$ cat src/hw/ebm_pkg.sv
// constants and types of the external bus mode controller
package ebm_pkg;

    // ****************************************
    // register map (byte addresses)
    // ****************************************
    localparam logic [7:0] OFF_DEF_CFG = 8'h00;   // default_bus_config, windows follow at +4
    localparam logic [7:0] OFF_WIN_RNG = 8'h14;   // window_range_register 1..4
    localparam logic [7:0] OFF_SYS_CFG = 8'h24;   // system_config_register
    localparam logic [7:0] OFF_RST_CFG = 8'h28;   // reset_config_register, read only
    localparam logic [7:0] OFF_STATUS  = 8'h2c;   // controller status, read only
    localparam logic [7:0] REG_STEP    = 8'h04;

    // ****************************************
    // field layout
    // ****************************************
    localparam int unsigned CFG_W         = 5;
    localparam int unsigned CFG_BUS_TYPE_FIELD_LSB  = 0;    // bus_type_field [1:0]
    localparam int unsigned CFG_ALEN_BIT  = 2;    // strobe_length_ctl
    localparam int unsigned CFG_RWDLY_BIT = 3;    // command delay in demux cycles
    localparam int unsigned CFG_ACT_BIT   = 4;    // bus_active_bit
    localparam int unsigned RNG_W         = 16;
    localparam int unsigned RNG_SIZE_LSB  = 0;    // window size code [3:0]
    localparam int unsigned RNG_BASE_LSB  = 4;    // window base, address [23:12]
    localparam int unsigned SYS_SEGMENTATION_DISABLE    = 0;    // segmentation_disable
    localparam int unsigned RSTC_SAL_LSB  = 0;    // segment_line_select [1:0]
    localparam int unsigned RSTC_CS_LSB   = 2;    // chip_select_count [1:0]
    localparam int unsigned STRAP_BUS_TYPE_FIELD    = 6;    // primary port straps
    localparam int unsigned STRAP_CS      = 9;
    localparam int unsigned STRAP_SAL     = 11;

    // ****************************************
    // reset values and timing
    // ****************************************
    localparam logic [CFG_W-1:0] CFG_RST  = 5'h00;
    localparam logic [RNG_W-1:0] RNG_RST  = 16'h0000;
    localparam logic [11:0]      INT_TAG  = 12'h00f;  // internal area at 0x00f000
    localparam logic [2:0]       ALE_CYC  = 3'h1;
    localparam logic [2:0]       HOLD_CYC = 3'h1;
    localparam logic [2:0]       CMD_CYC  = 3'h2;
    localparam logic [2:0]       CNT_ONE  = 3'h1;

    typedef enum logic [1:0] {
        BT_8_DEMUX  = 2'b00,
        BT_8_MUX    = 2'b01,
        BT_16_DEMUX = 2'b10,
        BT_16_MUX   = 2'b11
    } ebm_bus_type_field_t;

    typedef enum logic [4:0] {
        ST_IDLE = 5'b00001,
        ST_LEAD = 5'b00010,
        ST_ALE  = 5'b00100,
        ST_HOLD = 5'b01000,
        ST_CMD  = 5'b10000
    } ebm_state_t;

    function automatic logic [7:0] ebm_seg_mask(input logic [1:0] sel);
        case (sel)
            2'b11:   ebm_seg_mask = 8'h03;
            2'b10:   ebm_seg_mask = 8'hff;
            2'b01:   ebm_seg_mask = 8'h00;
            default: ebm_seg_mask = 8'h0f;
        endcase
    endfunction : ebm_seg_mask

    function automatic logic [4:0] ebm_cs_mask(input logic [1:0] sel);
        case (sel)
            2'b11:   ebm_cs_mask = 5'h1f;
            2'b10:   ebm_cs_mask = 5'h00;
            2'b01:   ebm_cs_mask = 5'h03;
            default: ebm_cs_mask = 5'h07;
        endcase
    endfunction : ebm_cs_mask

endpackage : ebm_pkg
$ cat src/hw/ebm_ctrl.sv
// external bus mode controller with apb register slave
//
// Decided for this implementation: the APB interface to the registers and the register addresses.
`timescale 1ns/1ps
module ebm_ctrl (
    input  wire logic        CORE_CLK,    // core clock, 20 MHz
    input  wire logic        RST_N,       // synchronous reset, active low
    input  wire logic        EXT_ACCESS,  // external_access_pin, sampled in reset
    input  wire logic        PSEL,        // apb select
    input  wire logic        PENABLE,     // apb enable
    input  wire logic        PWRITE,      // apb direction
    input  wire logic [7:0]  PADDR,       // apb byte address
    input  wire logic [31:0] PWDATA,      // apb write data
    output logic      [31:0] PRDATA,      // apb read data
    output logic             PREADY,      // apb ready
    output logic             PSLVERR,     // apb error, unmapped address
    input  wire logic        CPU_REQ,     // internal access request
    input  wire logic [23:0] CPU_ADDR,    // physical address
    input  wire logic        CPU_WE,      // write access
    input  wire logic        CPU_WORD,    // word access, else byte
    input  wire logic [15:0] CPU_WDATA,   // write data, byte in lane of a0
    output logic             CPU_ACK,     // access done pulse
    output logic      [15:0] CPU_RDATA,   // read data
    input  wire logic [15:0] AD_IN,       // primary_ad_port input
    output logic      [15:0] AD_OUT,      // primary_ad_port output
    output logic      [15:0] AD_OE,       // primary_ad_port enables
    output logic      [15:0] ADDR_OUT,    // address_port
    output logic             ADDR_OE,     // address_port enable
    output logic      [7:0]  SEG_OUT,     // segment address lines
    output logic      [7:0]  SEG_OE,      // segment line enables
    output logic      [4:0]  CS_N,        // chip selects, active low
    output logic      [4:0]  CS_OE,       // chip select enables
    output logic             ALE,         // address latch strobe
    output logic             RD_N,        // read command, active low
    output logic             WR_LOW_N     // write_low_strobe, active low
);

    // ****************************************
    // registers
    // ****************************************
    logic [ebm_pkg::CFG_W-1:0] cfg_reg [0:4];
    logic [ebm_pkg::RNG_W-1:0] rng_reg [1:4];
    logic                      segmentation_disable_reg;
    logic [1:0]                sal_reg;
    logic [1:0]                chip_select_count_reg;
    logic                      single_reg;
    logic                      prev_demux_reg;
    logic                      pready_reg;
    logic                      pslverr_reg;
    logic [31:0]               prdata_reg;
    ebm_pkg::ebm_state_t       state_reg;
    ebm_pkg::ebm_state_t       state_next;
    logic [2:0]                cnt_reg;
    logic [2:0]                cnt_next;
    logic                      byte_hi_reg;
    logic                      byte_hi_next;
    logic                      ack_reg;
    logic                      ack_next;
    logic [23:0]               cur_addr_reg;
    logic                      cur_we_reg;
    logic                      cur_word_reg;
    logic [15:0]               cur_wdata_reg;
    logic [1:0]                cur_bus_type_field_reg;
    logic                      cur_alen_reg;
    logic                      cur_rwdly_reg;
    logic [2:0]                cur_idx_reg;
    logic [15:0]               rdata_reg;
    logic [15:0]               rdata_next;
    logic [15:0]               ad_out_reg;
    logic [15:0]               ad_out_next;
    logic [15:0]               ad_oe_reg;
    logic [15:0]               ad_oe_next;
    logic [15:0]               addr_out_reg;
    logic                      addr_oe_reg;
    logic [7:0]                seg_out_reg;
    logic [7:0]                seg_oe_reg;
    logic [4:0]                cs_n_reg;
    logic [4:0]                cs_oe_reg;
    logic                      ale_reg;
    logic                      rd_n_reg;
    logic                      wr_n_reg;

    // ****************************************
    // address decode and selection
    // ****************************************
    logic [4:1] win_hit;
    logic [4:0] demux_cfg;
    logic [2:0] sel_idx;
    logic [31:0] rd_val;
    logic        rd_ok;

    wire apb_acc  = PSEL & PENABLE & ~pready_reg;
    wire apb_done = PSEL & PENABLE & pready_reg;
    wire reg_wr   = apb_done & PWRITE;
    wire int_hit  = (CPU_ADDR[23:12] == ebm_pkg::INT_TAG);

    assign demux_cfg[0] = cfg_reg[0][ebm_pkg::CFG_ACT_BIT] & ~cfg_reg[0][ebm_pkg::CFG_BUS_TYPE_FIELD_LSB];

    genvar k;
    generate
        for (k = 1; k <= 4; k++) begin : g_win
            wire [11:0] msk  = ~((12'h001 << rng_reg[k][ebm_pkg::RNG_SIZE_LSB +: 4]) - 12'h001);
            wire [11:0] base = rng_reg[k][ebm_pkg::RNG_BASE_LSB +: 12];
            assign win_hit[k]   = ((CPU_ADDR[23:12] & msk) == (base & msk));
            assign demux_cfg[k] = cfg_reg[k][ebm_pkg::CFG_ACT_BIT] & ~cfg_reg[k][ebm_pkg::CFG_BUS_TYPE_FIELD_LSB];
            always_ff @(posedge CORE_CLK) begin
                if (!RST_N) begin
                    cfg_reg[k] <= ebm_pkg::CFG_RST;
                    rng_reg[k] <= ebm_pkg::RNG_RST;
                end else if (reg_wr) begin
                    if (PADDR == ebm_pkg::OFF_DEF_CFG + ebm_pkg::REG_STEP * 8'(k))
                        cfg_reg[k] <= PWDATA[ebm_pkg::CFG_W-1:0];
                    if (PADDR == ebm_pkg::OFF_WIN_RNG + ebm_pkg::REG_STEP * 8'(k - 1))
                        rng_reg[k] <= PWDATA[ebm_pkg::RNG_W-1:0];
                end
            end
        end
    endgenerate

    // lowest window wins, default covers the gaps
    assign sel_idx = win_hit[1] ? 3'd1 : win_hit[2] ? 3'd2 : win_hit[3] ? 3'd3 : win_hit[4] ? 3'd4 : 3'd0;

    wire [ebm_pkg::CFG_W-1:0] sel_cfg = cfg_reg[sel_idx];
    wire acc_take = (state_reg == ebm_pkg::ST_IDLE) & CPU_REQ & ~ack_reg;
    wire ext_go   = ~single_reg & ~int_hit & sel_cfg[ebm_pkg::CFG_ACT_BIT];
    wire any_demux = |demux_cfg;

    // values of the access in flight, valid already in the accept cycle
    wire [23:0] nx_addr  = acc_take ? CPU_ADDR : cur_addr_reg;
    wire        nx_we    = acc_take ? CPU_WE : cur_we_reg;
    wire        nx_word  = acc_take ? CPU_WORD : cur_word_reg;
    wire [15:0] nx_wdata = acc_take ? CPU_WDATA : cur_wdata_reg;
    wire [1:0]  nx_bus_type_field  = acc_take ? sel_cfg[ebm_pkg::CFG_BUS_TYPE_FIELD_LSB +: 2] : cur_bus_type_field_reg;
    wire        nx_alen  = acc_take ? sel_cfg[ebm_pkg::CFG_ALEN_BIT] : cur_alen_reg;
    wire        nx_rwdly = acc_take ? sel_cfg[ebm_pkg::CFG_RWDLY_BIT] : cur_rwdly_reg;
    wire [2:0]  nx_idx   = acc_take ? sel_idx : cur_idx_reg;
    wire        nx_mux   = nx_bus_type_field[0];
    wire        nx_wide  = nx_bus_type_field[1];
    wire [23:0] eff_addr = {nx_addr[23:1], nx_addr[0] | byte_hi_next};
    wire [7:0]  wr_byte  = eff_addr[0] ? nx_wdata[15:8] : nx_wdata[7:0];
    wire [2:0]  ale_len  = ebm_pkg::ALE_CYC + {2'b00, nx_alen};
    wire        cyc_end  = (cnt_reg == ebm_pkg::CNT_ONE);
    wire        split    = ~cur_bus_type_field_reg[1] & cur_word_reg & ~byte_hi_reg;
    wire        cur_lane = cur_addr_reg[0] | byte_hi_reg;  // lane of the byte now on the bus
    wire        nx_active = (state_next != ebm_pkg::ST_IDLE);
    wire [7:0]  seg_mask = ebm_pkg::ebm_seg_mask(sal_reg);
    wire [4:0]  cs_mask  = ebm_pkg::ebm_cs_mask(chip_select_count_reg);

    // ****************************************
    // bus cycle sequencer
    // ****************************************
    always_comb begin
        state_next   = state_reg;
        cnt_next     = cnt_reg;
        byte_hi_next = byte_hi_reg;
        ack_next     = 1'b0;
        case (state_reg)
            ebm_pkg::ST_IDLE: begin
                if (acc_take) begin
                    byte_hi_next = 1'b0;
                    if (ext_go) begin
                        if (nx_mux & prev_demux_reg) begin
                            state_next = ebm_pkg::ST_LEAD;
                        end else begin
                            state_next = ebm_pkg::ST_ALE;
                            cnt_next   = ale_len;
                        end
                    end else begin
                        ack_next = 1'b1;
                    end
                end
            end
            ebm_pkg::ST_LEAD: begin
                state_next = ebm_pkg::ST_ALE;
                cnt_next   = ale_len;
            end
            ebm_pkg::ST_ALE: begin
                cnt_next = cnt_reg - ebm_pkg::CNT_ONE;
                if (cyc_end) begin
                    state_next = ebm_pkg::ST_HOLD;
                    cnt_next   = ebm_pkg::HOLD_CYC + {2'b00, ~cur_bus_type_field_reg[0] & cur_rwdly_reg};
                end
            end
            ebm_pkg::ST_HOLD: begin
                cnt_next = cnt_reg - ebm_pkg::CNT_ONE;
                if (cyc_end) begin
                    state_next = ebm_pkg::ST_CMD;
                    cnt_next   = ebm_pkg::CMD_CYC;
                end
            end
            ebm_pkg::ST_CMD: begin
                cnt_next = cnt_reg - ebm_pkg::CNT_ONE;
                if (cyc_end) begin
                    if (split) begin
                        state_next   = ebm_pkg::ST_ALE;
                        byte_hi_next = 1'b1;
                        cnt_next     = ale_len;
                    end else begin
                        state_next = ebm_pkg::ST_IDLE;
                        ack_next   = 1'b1;
                    end
                end
            end
            default: begin
                state_next = ebm_pkg::ST_IDLE;
            end
        endcase
    end

    // ****************************************
    // primary port drive and read capture
    // ****************************************
    always_comb begin
        ad_out_next = ad_out_reg;
        ad_oe_next  = ad_oe_reg;
        rdata_next  = acc_take ? 16'h0000 : rdata_reg;
        case (state_next)
            ebm_pkg::ST_LEAD: begin
                ad_oe_next = 16'h0000;
            end
            ebm_pkg::ST_ALE, ebm_pkg::ST_HOLD: begin
                if (nx_mux) begin
                    ad_out_next = eff_addr[15:0];
                    ad_oe_next  = 16'hffff;
                end else begin
                    ad_oe_next = 16'h0000;
                end
            end
            ebm_pkg::ST_CMD: begin
                if (nx_we) begin
                    if (nx_wide) begin
                        ad_out_next = nx_word ? nx_wdata : {wr_byte, wr_byte};
                        ad_oe_next  = 16'hffff;
                    end else begin
                        ad_out_next = {eff_addr[15:8], wr_byte};
                        ad_oe_next  = nx_mux ? 16'hffff : 16'h00ff;
                    end
                end else begin
                    ad_out_next = {eff_addr[15:8], ad_out_reg[7:0]};
                    ad_oe_next  = (nx_mux & ~nx_wide) ? 16'hff00 : 16'h0000;
                end
            end
            default: begin
                ad_oe_next = ad_oe_reg;
            end
        endcase
        // sample on the edge that also ends the command
        if ((state_reg == ebm_pkg::ST_CMD) & cyc_end & ~cur_we_reg) begin
            if (cur_bus_type_field_reg[1] & cur_word_reg)
                rdata_next = AD_IN;
            else if (cur_lane)
                rdata_next[15:8] = cur_bus_type_field_reg[1] ? AD_IN[15:8] : AD_IN[7:0];
            else
                rdata_next[7:0] = AD_IN[7:0];
        end
        if (single_reg)
            ad_oe_next = 16'h0000;
    end

    // ****************************************
    // apb read mux
    // ****************************************
    always_comb begin
        rd_val = 32'h0000_0000;
        rd_ok  = 1'b1;
        case (PADDR)
            8'h00, 8'h04, 8'h08, 8'h0c, 8'h10:
                rd_val = {27'h0, cfg_reg[PADDR[4:2]]};
            8'h14, 8'h18, 8'h1c, 8'h20:
                rd_val = {16'h0, rng_reg[3'(PADDR[4:2] - 3'd4)]};
            ebm_pkg::OFF_SYS_CFG:
                rd_val = {31'h0, segmentation_disable_reg};
            ebm_pkg::OFF_RST_CFG:
                rd_val = {28'h0, chip_select_count_reg, sal_reg};
            ebm_pkg::OFF_STATUS:
                rd_val = {24'h0, any_demux, prev_demux_reg, state_reg, single_reg};
            default: rd_ok = 1'b0;
        endcase
    end

    // ****************************************
    // clocked state
    // ****************************************
    always_ff @(posedge CORE_CLK) begin
        if (!RST_N) begin
            single_reg <= EXT_ACCESS;
            cfg_reg[0] <= {~EXT_ACCESS, 2'b00, AD_IN[ebm_pkg::STRAP_BUS_TYPE_FIELD +: 2]};
            sal_reg    <= AD_IN[ebm_pkg::STRAP_SAL +: 2];
            chip_select_count_reg  <= AD_IN[ebm_pkg::STRAP_CS +: 2];
            segmentation_disable_reg <= 1'b0;
        end else if (reg_wr) begin
            if (PADDR == ebm_pkg::OFF_DEF_CFG)
                cfg_reg[0] <= PWDATA[ebm_pkg::CFG_W-1:0];
            if (PADDR == ebm_pkg::OFF_SYS_CFG)
                segmentation_disable_reg <= PWDATA[ebm_pkg::SYS_SEGMENTATION_DISABLE];
        end
    end

    always_ff @(posedge CORE_CLK) begin
        if (!RST_N) begin
            pready_reg  <= 1'b0;
            pslverr_reg <= 1'b0;
            prdata_reg  <= 32'h0000_0000;
        end else begin
            pready_reg  <= apb_acc;
            pslverr_reg <= apb_acc & ~rd_ok;
            prdata_reg  <= (apb_acc & ~PWRITE) ? rd_val : 32'h0000_0000;
        end
    end

    always_ff @(posedge CORE_CLK) begin
        if (acc_take) begin
            cur_addr_reg  <= CPU_ADDR;
            cur_we_reg    <= CPU_WE;
            cur_word_reg  <= CPU_WORD;
            cur_wdata_reg <= CPU_WDATA;
            cur_bus_type_field_reg  <= nx_bus_type_field;
            cur_alen_reg  <= nx_alen;
            cur_rwdly_reg <= nx_rwdly;
            cur_idx_reg   <= nx_idx;
        end
    end

    always_ff @(posedge CORE_CLK) begin
        if (!RST_N) begin
            state_reg      <= ebm_pkg::ST_IDLE;
            cnt_reg        <= 3'h0;
            byte_hi_reg    <= 1'b0;
            ack_reg        <= 1'b0;
            rdata_reg      <= 16'h0000;
            prev_demux_reg <= 1'b0;
        end else begin
            state_reg   <= state_next;
            cnt_reg     <= cnt_next;
            byte_hi_reg <= byte_hi_next;
            ack_reg     <= ack_next;
            rdata_reg   <= rdata_next;
            if ((state_reg == ebm_pkg::ST_CMD) & cyc_end)
                prev_demux_reg <= ~cur_bus_type_field_reg[0];
        end
    end

    // ****************************************
    // pin registers
    // ****************************************
    always_ff @(posedge CORE_CLK) begin
        if (!RST_N) begin
            ad_out_reg   <= 16'h0000;
            ad_oe_reg    <= 16'h0000;
            addr_out_reg <= 16'h0000;
            addr_oe_reg  <= 1'b0;
            seg_out_reg  <= 8'h00;
            seg_oe_reg   <= 8'h00;
            cs_n_reg     <= 5'h1f;
            cs_oe_reg    <= 5'h00;
            ale_reg      <= 1'b0;
            rd_n_reg     <= 1'b1;
            wr_n_reg     <= 1'b1;
        end else begin
            ad_out_reg  <= ad_out_next;
            ad_oe_reg   <= ad_oe_next;
            addr_oe_reg <= any_demux & ~single_reg;
            seg_oe_reg  <= single_reg ? 8'h00 : seg_mask;
            cs_oe_reg   <= single_reg ? 5'h00 : cs_mask;
            ale_reg     <= (state_next == ebm_pkg::ST_LEAD) | (state_next == ebm_pkg::ST_ALE);
            rd_n_reg    <= ~((state_next == ebm_pkg::ST_CMD) & ~nx_we);
            wr_n_reg    <= ~((state_next == ebm_pkg::ST_CMD) & nx_we);
            if (nx_active) begin
                addr_out_reg <= eff_addr[15:0];
                seg_out_reg  <= segmentation_disable_reg ? 8'h00 : (eff_addr[23:16] & seg_mask);
            end
            if (state_next == ebm_pkg::ST_ALE)
                cs_n_reg <= ~((5'h01 << nx_idx) & cs_mask);
        end
    end

    assign PRDATA    = prdata_reg;
    assign PREADY    = pready_reg;
    assign PSLVERR   = pslverr_reg;
    assign CPU_ACK   = ack_reg;
    assign CPU_RDATA = rdata_reg;
    assign AD_OUT    = ad_out_reg;
    assign AD_OE     = ad_oe_reg;
    assign ADDR_OUT  = addr_out_reg;
    assign ADDR_OE   = addr_oe_reg;
    assign SEG_OUT   = seg_out_reg;
    assign SEG_OE    = seg_oe_reg;
    assign CS_N      = cs_n_reg;
    assign CS_OE     = cs_oe_reg;
    assign ALE       = ale_reg;
    assign RD_N      = rd_n_reg;
    assign WR_LOW_N  = wr_n_reg;

endmodule : ebm_ctrl

$ cat config.mk
export PLATFORM = sky130hd
export DESIGN_NAME = ebm_ctrl
export DESIGN_NICKNAME = d
export VERILOG_FILES = /design/src/hw/ebm_pkg.sv /design/src/hw/ebm_ctrl.sv
export SDC_FILE = /design/constraint.sdc
export NUM_CORES = 1
export LEC_CHECK = 0
export ABC_AREA = 1
export BUFFER_PORTS_ARGS = -buffer_cell sky130_fd_sc_hd__buf_2
export CAP_MARGIN = 10
export CORE_MARGIN = 10
export CORE_UTILIZATION = 61
export CTS_BUF_LIST = sky130_fd_sc_hd__clkbuf_4 sky130_fd_sc_hd__clkbuf_8 sky130_fd_sc_hd__clkbuf_16
export CTS_CLUSTER_DIAMETER = 120
export CTS_CLUSTER_SIZE = 25
export DETAILED_ROUTE_END_ITERATION = 8
export GPL_TIMING_DRIVEN = 0
export PLACE_DENSITY = 0.91
export SETUP_SLACK_MARGIN = 0.15
export SLEW_MARGIN = 40
export SYNTH_ARGS = -nofsm -noshare
export SYNTH_HDL_FRONTEND = slang
export SYNTH_SLANG_ARGS = --single-unit
$ cat constraint.sdc
create_clock -name CORE_CLK -period 5.2 [get_ports CORE_CLK]
set_clock_uncertainty 0.05 [all_clocks]
set_input_delay 0.52 -clock CORE_CLK [delete_from_list [all_inputs] [get_ports CORE_CLK]]
set_output_delay 0.52 -clock CORE_CLK [all_outputs]
set_load 0.02 [all_outputs]
==> flow_summary_export.csv, run 1 <==
group,metric,value,unit
route,drt_pass1_iterations,6,
cells_and_area,multi_input_area,5697,um^2
route,antenna_left,0,
worst_setup_path,ff2ff_setup_slack,1300,ps
clock_network,cts_buffers,13,
die,die_w,165.0,um
power_and_ir_drop,power.leakage,0.006923,uW
clock_network,clock-sinks,246,
die,ios,234,
placement,io_buffers,193,
worst_setup_path,required,5500,ps
timing,slew_headroom,43.71,%
worst_setup_path,r2r_start,"rng_reg[3][1]",
cells_and_area,final_cells,2165,
timing,final.min_clock_period,3905,ps
worst_setup_path,slowest_stage,"edfxtp_1",
timing,rsz0062_at_grt,"false",
worst_setup_path,path_cells,"inv_2, nand2_1, nor2_1, inv_1, ha_1, nand3_1, nand2_1, nor2_1, nand2_1, nor2_1, nand3_1, nand2_2, nand2_2, nor2_1, nand2_1, nand2_1, nand2_2, nand3_2, nand2_1, nand2_2, inv_2, buf_2, o21ai_0, a21oi_1",
cells_and_area,register_area,5936,um^2
worst_setup_path,cpLargestDelayFamily,"simple AND/OR/NAND/NOR gates",
clock_network,cts_hold_buf,0,
placement,place_congestion,1.028,
yosys,netlist_area,12830,um^2
worst_setup_path,reg2reg_depth,24,
yosys,yosysUniqueCellTypes,58,
timing,drv_slew,0,
worst_setup_path,crit_path_max_fanout,10,
worst_setup_path,crit_type,"flop to flop",
power_and_ir_drop,ir_worst_vdd,0.3290,mV
worst_setup_path,cpPeakStageDelay,490,ps
die,rows,53,
grt,antenna_found_initial,0,
worst_setup_path,path_common_cell,"nand2_1",
clock_network,postCtsSetupBuffers,0,
outcome,outcome,"finished clean",
yosys,ys_seq_area_share,46.25,%
route,drc,0,
die,die_area,27240,um^2
yosys,synth_edf_count,101,
die,fp.dieH,165.0,um
worst_setup_path,cp_data_arrival_time,4200,ps
job,max_cap_violations,0,
yosys,avgSynthCellArea,7.736,um^2
yosys,synth_cells,1659,
timing,post-route-period-util,75.10,%
timing,tightestPinTransition,844.3,ps
placement,dp_cells,2144,
die,coreArea,20890,um^2
clock_network,clkTransAtPathRegs,110,ps
route,viasPerCell,5.829,
route,totalWireLength,43300,um
clock_network,cts_resized,0,
timing,fmax,256.1,MHz
placement,dp_hpwl,33310,um
cells_and_area,nets,1997,
grt,track_usage,30.41,%
die,start_util,61.44,%
grt,grt_pass1_wl,65210,um
cells_and_area,largest_reg_flops,64,
hold_path,hold_start,"AD_IN[11]",
cells_and_area,n_fill_cell,1692,
clock_network,cts_max_path_buffers,3,
worst_setup_path,startpoint_type,"flop",
worst_setup_path,critPathBufInv,4,
power_and_ir_drop,p_per_area,302.4,nW/um^2
timing,hold_viol,0,
worst_setup_path,crit_path_end_kind,"flop",
yosys,async_reset_ff_share,0,%
timing,setup_viol,0,
hold_path,hold_path_class,"input pin to flop",
clock_network,clk_latency,500,ps
clock_network,cts_tree,"yes",
hold_path,hold_path_end,"sal_reg[0]",
clock_network,htree_levels,1,
yosys,yosysWarnings,0,
cells_and_area,drive_above_1_share,20.22,%
cells_and_area,final_common_cell,"nand2_1",
hold_path,min_path_cells,1,
grt,grt_max_degree,27,
route,vias,12619,
worst_setup_path,timing.rr.end,"ADDR_OUT[2]",
clock_network,root_buffer,"clkbuf_16",
yosys,ys.flop_type,"dfxtp_1",
grt,overflow,0,
route,wl_per_cell,20.00,um
yosys,ys_ff_latch,246,
grt,grt_pass1_vias,11995,
cells_and_area,area_growth,14.42,%
cells_and_area,most-common-layout-cells,"nand2_1, nor2_1, buf_2, inv_1, dfxtp_1",
timing,fin_tns_setup,0,ps
route,first_iter_violations,1729,
==> final cells by class <==
cell class | count | share of cell area, %
Multi-Input combinational cell | 1141 | 38.80
Tap cell | 275 | 2.343
Antenna cell | 1 | 0.01704
Buffer | 98 | 3.988
Sequential cell | 246 | 40.42
Clock buffer | 19 | 2.522
Clock inverter | 1 | 0.2045
Timing Repair Buffer | 195 | 6.783
Inverter | 189 | 4.925
==> synth_stat cells (all sizes together) (15+ instances only) <==
master,instances,share of area (%)
a221oi,17,1.2
edfxtp,101,24
a21oi,64,2.8
clkbuf,33,0.99
o21ai,126,4.9
nand2,411,13
nor3,15,0.58
or2,20,0.97
nand3,105,4.9
dfxtp,145,23
nor2,229,7.2
buf,65,3.6
xor2,17,1.2
inv,179,5.2
o22ai,24,1.2
==> cells by family (layout without fill, tap and decap cells) <==
family | Yosys count | count (layout) | share of synthesized area (%)
buffers and inverters | 287 | 502 | 10.20
xor gates and xnor gates | 25 | 25 | 1.706
other | 1 | 17 | 0.02922
and+or+nand+nor | 813 | 813 | 28.02
AOI/OAI and AO/OA | 277 | 277 | 12.86
muxes | 2 | 2 | 0.1560
DFF | 246 | 246 | 46.25
adders and majority gates | 8 | 8 | 0.7800
==> metrics by stage <==
stage / instance area, um^2 / power (uW) / utilization (%) / hold WS (ps) / setup WS (ps)
floorplan: 12890 / 2926 / - / 374.2 / 2221
global placement: 14200 / 3231 / 67.98 / 384.1 / 1109
detailed placement: 14260 / 3267 / 68.28 / 397.0 / 1458
CTS: 14660 / 4394 / 70.20 / 189.7 / 1396
global route: 14680 / 4595 / 70.28 / 188.0 / 1031
finish: 14680 / 4440 / 70.30 / 198.7 / 1295
==> worst max path at each step <==
stage,slack [ps],cells after the start,to,startpoint
6_report,1300,24,ADDR_OUT[2],rng_reg[3][1]
5_1_grt,1030,25,ADDR_OUT[2],rng_reg[3][3]
2_1_floorplan,2220,26,AD_OUT[14],rng_reg[1][3]
3_5_place_dp,1460,15,PRDATA[5],PADDR[3]
3_3_place_gp,1110,9,rng_reg[1][7],PADDR[3]
4_1_cts,1400,25,ADDR_OUT[2],rng_reg[3][3]
==> report_power, final <==
group | switching [uW] | internal, uW | leakage (uW)
Clock | 624 | 553 | 0.000202
Combinational | 702 | 317 | 0.00449
Sequential | 81.3 | 2160 | 0.00223
==> per-layer routing <==
layer / vias to the layer above / track usage, % / part of all wire [%]
li1: 5834 / - / -
met1: 5833 / 40.04 / 38
met2: 825 / 48.78 / 46
met3: 127 / 5.833 / 12
met4: 0 / 11.19 / 3.7
met5: - / 0 / 0
Note: power is estimated with default switching activity, not from simulation.
==> run 2, diff against run 1 <==
CORE_UTILIZATION = 51   (was 61)
PLACE_DENSITY = 0.82   (was 0.91)
clock period = 3.25 ns   (was 5.2 ns; I/O delays follow)
==> flow_summary_export.csv, run 2 (synthesized netlist as in run 1, its figures left out) <==
group,metric,value,unit
outcome,outcome,"complete, but fails checks",
outcome,violations,"setup timing",
timing,setup_viol,42,
placement,placed_cell_area,14330,um^2
die,die_area,31910,um^2
grt,overflow,0,
timing,final.min_clock_period,3342,ps
worst_setup_path,required,3590,ps
clock_network,root_buffer,"clkbuf_16",
worst_setup_path,path_common_cell,"nand2_1",
clock_network,clkTransAtPathRegs,110,ps
worst_setup_path,slowest_stage,"edfxtp_1",
worst_setup_path,startpoint_type,"flop",
route,vias,12934,
grt,grt_pass1_vias,12078,
route,drc,0,
timing,drv_slew,0,
grt,track_usage,27.16,%
die,start_util,52.31,%
cells_and_area,area_growth,24.66,%
timing,tightestPinTransition,992.5,ps
power_and_ir_drop,ir_worst_vdd,0.4326,mV
cells_and_area,finish.utilization,65.21,%
grt,antenna_found_initial,1,
worst_setup_path,crit_type,"flop to flop",
power_and_ir_drop,p_per_area,464.3,nW/um^2
clock_network,cts_tree,"yes",
cells_and_area,largest_reg_flops,64,
cells_and_area,design_area,16000,um^2
clock_network,clk_latency,490,ps
clock_network,cts_max_path_buffers,3,
timing,slew_headroom,33.84,%
timing,fin_ws,-92.24,ps
clock_network,htree_levels,1,
die,die_w,178.6,um
cells_and_area,final_common_cell,"nand2_1",
die,coreArea,24530,um^2
worst_setup_path,crit_path_end_kind,"flop",
worst_setup_path,cpPeakStageDelay,420,ps
cells_and_area,nets,2068,
grt,grt_pass1_wl,67710,um
route,viasPerCell,5.658,
worst_setup_path,cp_data_arrival_time,3680,ps
die,rows,57,
route,antenna_left,0,
timing,hold_viol,0,
placement,place_congestion,0.9912,
route,totalWireLength,46180,um
hold_path,hold_path_class,"input pin to flop",
cells_and_area,most-common-layout-cells,"nand2_1, buf_2, nor2_1, inv_1, dfxtp_1",
power_and_ir_drop,power.leakage,0.007433,uW
worst_setup_path,crit_path_max_fanout,8,
timing,post-route-period-util,102.8,%
placement,io_buffers,193,
timing,fmax,299.2,MHz
die,fp.dieH,178.6,um
timing,rsz0062_at_grt,"true",
route,drt_pass1_iterations,8,
route,first_iter_violations,1741,
clock_network,clock-sinks,246,
die,ios,234,
job,max_cap_violations,0,
timing,fin_tns_setup,-1329,ps
route,wl_per_cell,20.20,um
cells_and_area,drive_above_1_share,27.54,%
placement,dp_hpwl,33540,um
grt,grt_max_degree,27,
clock_network,cts_buffers,13,
-- run 2: changes by cell type in the layout (fill, tap and decap cells not counted), moves of 13 or more --
| cell | previous run | this run |
|---|---|---|
| buf_4 | 40 | 83 |
| o21ai_0 | 116 | 91 |
| buf_6 | 3 | 26 |
| o21ai_2 | 1 | 20 |
| nor2_1 | 214 | 198 |
| a21oi_1 | 55 | 42 |
| nand3_1 | 88 | 75 |
-- run 2: path summary, 6_finish.rpt --
path | slack (ps) | startpoint | depth (start not counted) | end
worst min-delay path | 30 | CPU_WDATA[11] | 3 | cur_wdata_reg[11]
worst min register to register | 420 | CPU_RDATA[6] | 2 | CPU_RDATA[6]
worst max-delay path | -90 | rng_reg[3][3] | 29 | AD_OUT[13]
worst max register to register | -90 | rng_reg[3][3] | 29 | AD_OUT[13]
-- run 2: through the flow --
| step | instances | hold WS, ps | setup slack, ps | power [uW] |
|---|---|---|---|---|
| 2_1_floorplan | 1674 | 373.9 | 271.4 | 4682 |
| 3_3_place_gp | 2191 | 385.4 | -785.8 | 5182 |
| 3_5_place_dp | 2193 | 390.4 | -379.1 | 5219 |
| 4_1_cts | 2269 | 24.78 | -24.65 | 7204 |
| 5_1_grt | 2286 | 19.98 | -248.3 | 7697 |
| 6_report | 2286 | 34.38 | -92.24 | 7428 |
-- run 2: cell type report --
cell class,instances,area (um^2)
Fill cell,2072,8536
Multi-Input combinational cell,1141,6175
Sequential cell,246,5936
Timing Repair Buffer,266,1682
Inverter,189,739.5
Buffer,98,655.6
Tap cell,324,405.4
Clock buffer,21,402.9
Antenna cell,1,2.502
-- run 2: worst max-delay path, delay by kind of cell, from the launching register on --
family / cells / cell delay, ps
DFF: 1 / 420
buffers and inverters: 7 / 640
and+or+nand+nor: 21 / 1960
adders and majority gates: 1 / 160
-- run 2: timing repair --
item | CTS | global route
resized for setup | 88 | 112
hold endpoints to repair | 4 | 0
buffers inserted | 46 | 15
setup endpoints to repair | 61 | 88
cloned | 5 | 1
hold buffers | 4 | 0
pin swaps | 36 | 37
-- run 2: where the power goes --
group	switching (uW)	internal, uW
combinational	1240	696
clock	1020	867
sequential	144	3460
total	2400	5020
-- run 2: routing by layer --
layer	wire [um]	vias up	GRT usage, %
li1	-	5997	-
met5	0	-	0
met4	1483	0	8.818
met1	17550	6009	34.96
met2	21580	823	43.79
met3	5560	105	6.871
==> run 3, diff against run 2 <==
SKIP_LAST_GASP = 1   (was unset)
==> flow_summary_export.csv, run 3 (synthesized netlist as in run 1, its figures left out) <==
group,metric,value,unit
outcome,outcome,"complete, but fails checks",
outcome,violations,"setup timing",
cells_and_area,largest_reg_flops,64,
timing,drv_slew,0,
cells_and_area,nets,2068,
timing,rsz0062_at_grt,"true",
grt,grt_max_degree,27,
grt,track_usage,27.16,%
route,wl_per_cell,20.08,um
route,drt_pass1_iterations,6,
route,vias,12881,
clock_network,clock-sinks,246,
die,die_w,178.6,um
cells_and_area,finish.utilization,64.97,%
die,coreArea,24530,um^2
worst_setup_path,crit_path_end_kind,"flop",
worst_setup_path,startpoint_type,"flop",
worst_setup_path,required,3540,ps
route,antenna_left,0,
route,first_iter_violations,1631,
power_and_ir_drop,p_per_area,463.6,nW/um^2
clock_network,cts_max_path_buffers,3,
clock_network,clkTransAtPathRegs,110,ps
die,start_util,52.31,%
job,max_cap_violations,0,
die,fp.dieH,178.6,um
placement,dp_hpwl,33540,um
timing,fmax,306.2,MHz
placement,io_buffers,193,
timing,final.min_clock_period,3266,ps
worst_setup_path,crit_path_max_fanout,9,
cells_and_area,final_common_cell,"nand2_1",
cells_and_area,area_growth,24.20,%
power_and_ir_drop,power.leakage,0.007428,uW
grt,grt_pass1_wl,67620,um
cells_and_area,most-common-layout-cells,"nand2_1, buf_2, nor2_1, inv_1, dfxtp_1",
hold_path,hold_path_class,"input pin to flop",
power_and_ir_drop,power,7389,uW
route,drc,0,
worst_setup_path,cp_data_arrival_time,3560,ps
route,totalWireLength,45910,um
power_and_ir_drop,ir_worst_vdd,0.4829,mV
placement,place_congestion,0.9912,
die,rows,57,
timing,post-route-period-util,100.5,%
grt,antenna_found_initial,1,
timing,setup_viol,3,
timing,fin_tns_setup,-24.07,ps
clock_network,cts_tree,"yes",
clock_network,htree_levels,1,
grt,overflow,0,
clock_network,clk_latency,490,ps
grt,grt_pass1_vias,12018,
timing,hold_viol,0,
clock_network,cts_buffers,13,
cells_and_area,drive_above_1_share,27.28,%
route,viasPerCell,5.635,
cells_and_area,n_fill_cell,2089,
die,ios,234,
clock_network,root_buffer,"clkbuf_16",
worst_setup_path,crit_type,"flop to flop",
timing,slew_headroom,36.28,%
timing,tightestPinTransition,955.9,ps
timing,fin_ws,-15.55,ps
placement,dp_slack,-379.1,ps
die,die_area,31910,um^2
[run 3: final timing paths]
path | cells past startpoint | endpoint | slack [ps] | from
max reg2reg | 26 | AD_OE[7] | -20 | rng_reg[3][2]
min reg2reg | 2 | CPU_RDATA[6] | 410 | CPU_RDATA[6]
min | 3 | cur_wdata_reg[9] | 40 | CPU_WDATA[9]
max | 26 | AD_OE[7] | -20 | rng_reg[3][2]
[run 3: repair_timing]
| item | in CTS | in global routing |
|---|---|---|
| setup endpoints to repair | 61 | 87 |
| cloned | 5 | 1 |
| pin swaps | 36 | 35 |
| resized for setup | 76 | 118 |
| buffers inserted | 46 | 15 |
| hold buffers | 4 | 0 |
| endpoints found under the hold margin | 4 | 0 |
[run 3: layout make-up]
type / instances / area, um^2 / area share, %
Multi-Input combinational cell: 1141 / 6131 / 38.46
Clock buffer: 21 / 402.9 / 2.528
Timing Repair Buffer: 266 / 1664 / 10.44
Sequential cell: 246 / 5936 / 37.24
Antenna cell: 1 / 2.502 / 0.01570
Buffer: 98 / 655.6 / 4.113
Inverter: 189 / 742.0 / 4.655
Tap cell: 324 / 405.4 / 2.543
[run 3: routing by layer]
layer  GRT usage, %  vias up  share of wire (%)
met1          35.11     6001                 38
met3          6.892      101                 12
met2          43.59      786                 46
met4          8.818        0                3.4
li1               -     5993                  -
met5              0        -                  0
[run 3: critical path, cell delays in order, from the launching register on]
cell and delay (ps):
edfxtp_1 400, buf_6 160, inv_2 80, nand2_2 70, nor2_4 120, inv_2 50
ha_4 200, nand3_2 80, nand2_1 70, nor2_2 100, nand2_1 70, nor2_2 110
nand3_2 140, nand2_4 140, nand2_4 90, nor2_1 100, nand2_1 80, nand2_2 120
nand2_8 70, nand3_4 90, inv_4 50, nand2_4 90, nand3_4 100, nand2_8 150
nand2_4 100, a21oi_1 150, nor2_1 70
[run 3: report_power, final]
| part | internal [uW] | switching, uW |
|---|---|---|
| sequential | 3460 | 139 |
| combinational | 685 | 1230 |
| clock | 867 | 1000 |
[run 3: metrics by stage]
stage | hold slack, ps | cells | cell area [um^2]
after floorplan | 373.9 | 1674 | 12890
after global placement | 385.4 | 2191 | 14260
after detailed placement | 390.4 | 2193 | 14330
after CTS | 24.78 | 2269 | 15420
after global routing | 21.00 | 2286 | 15940
final | 36.52 | 2286 | 15940
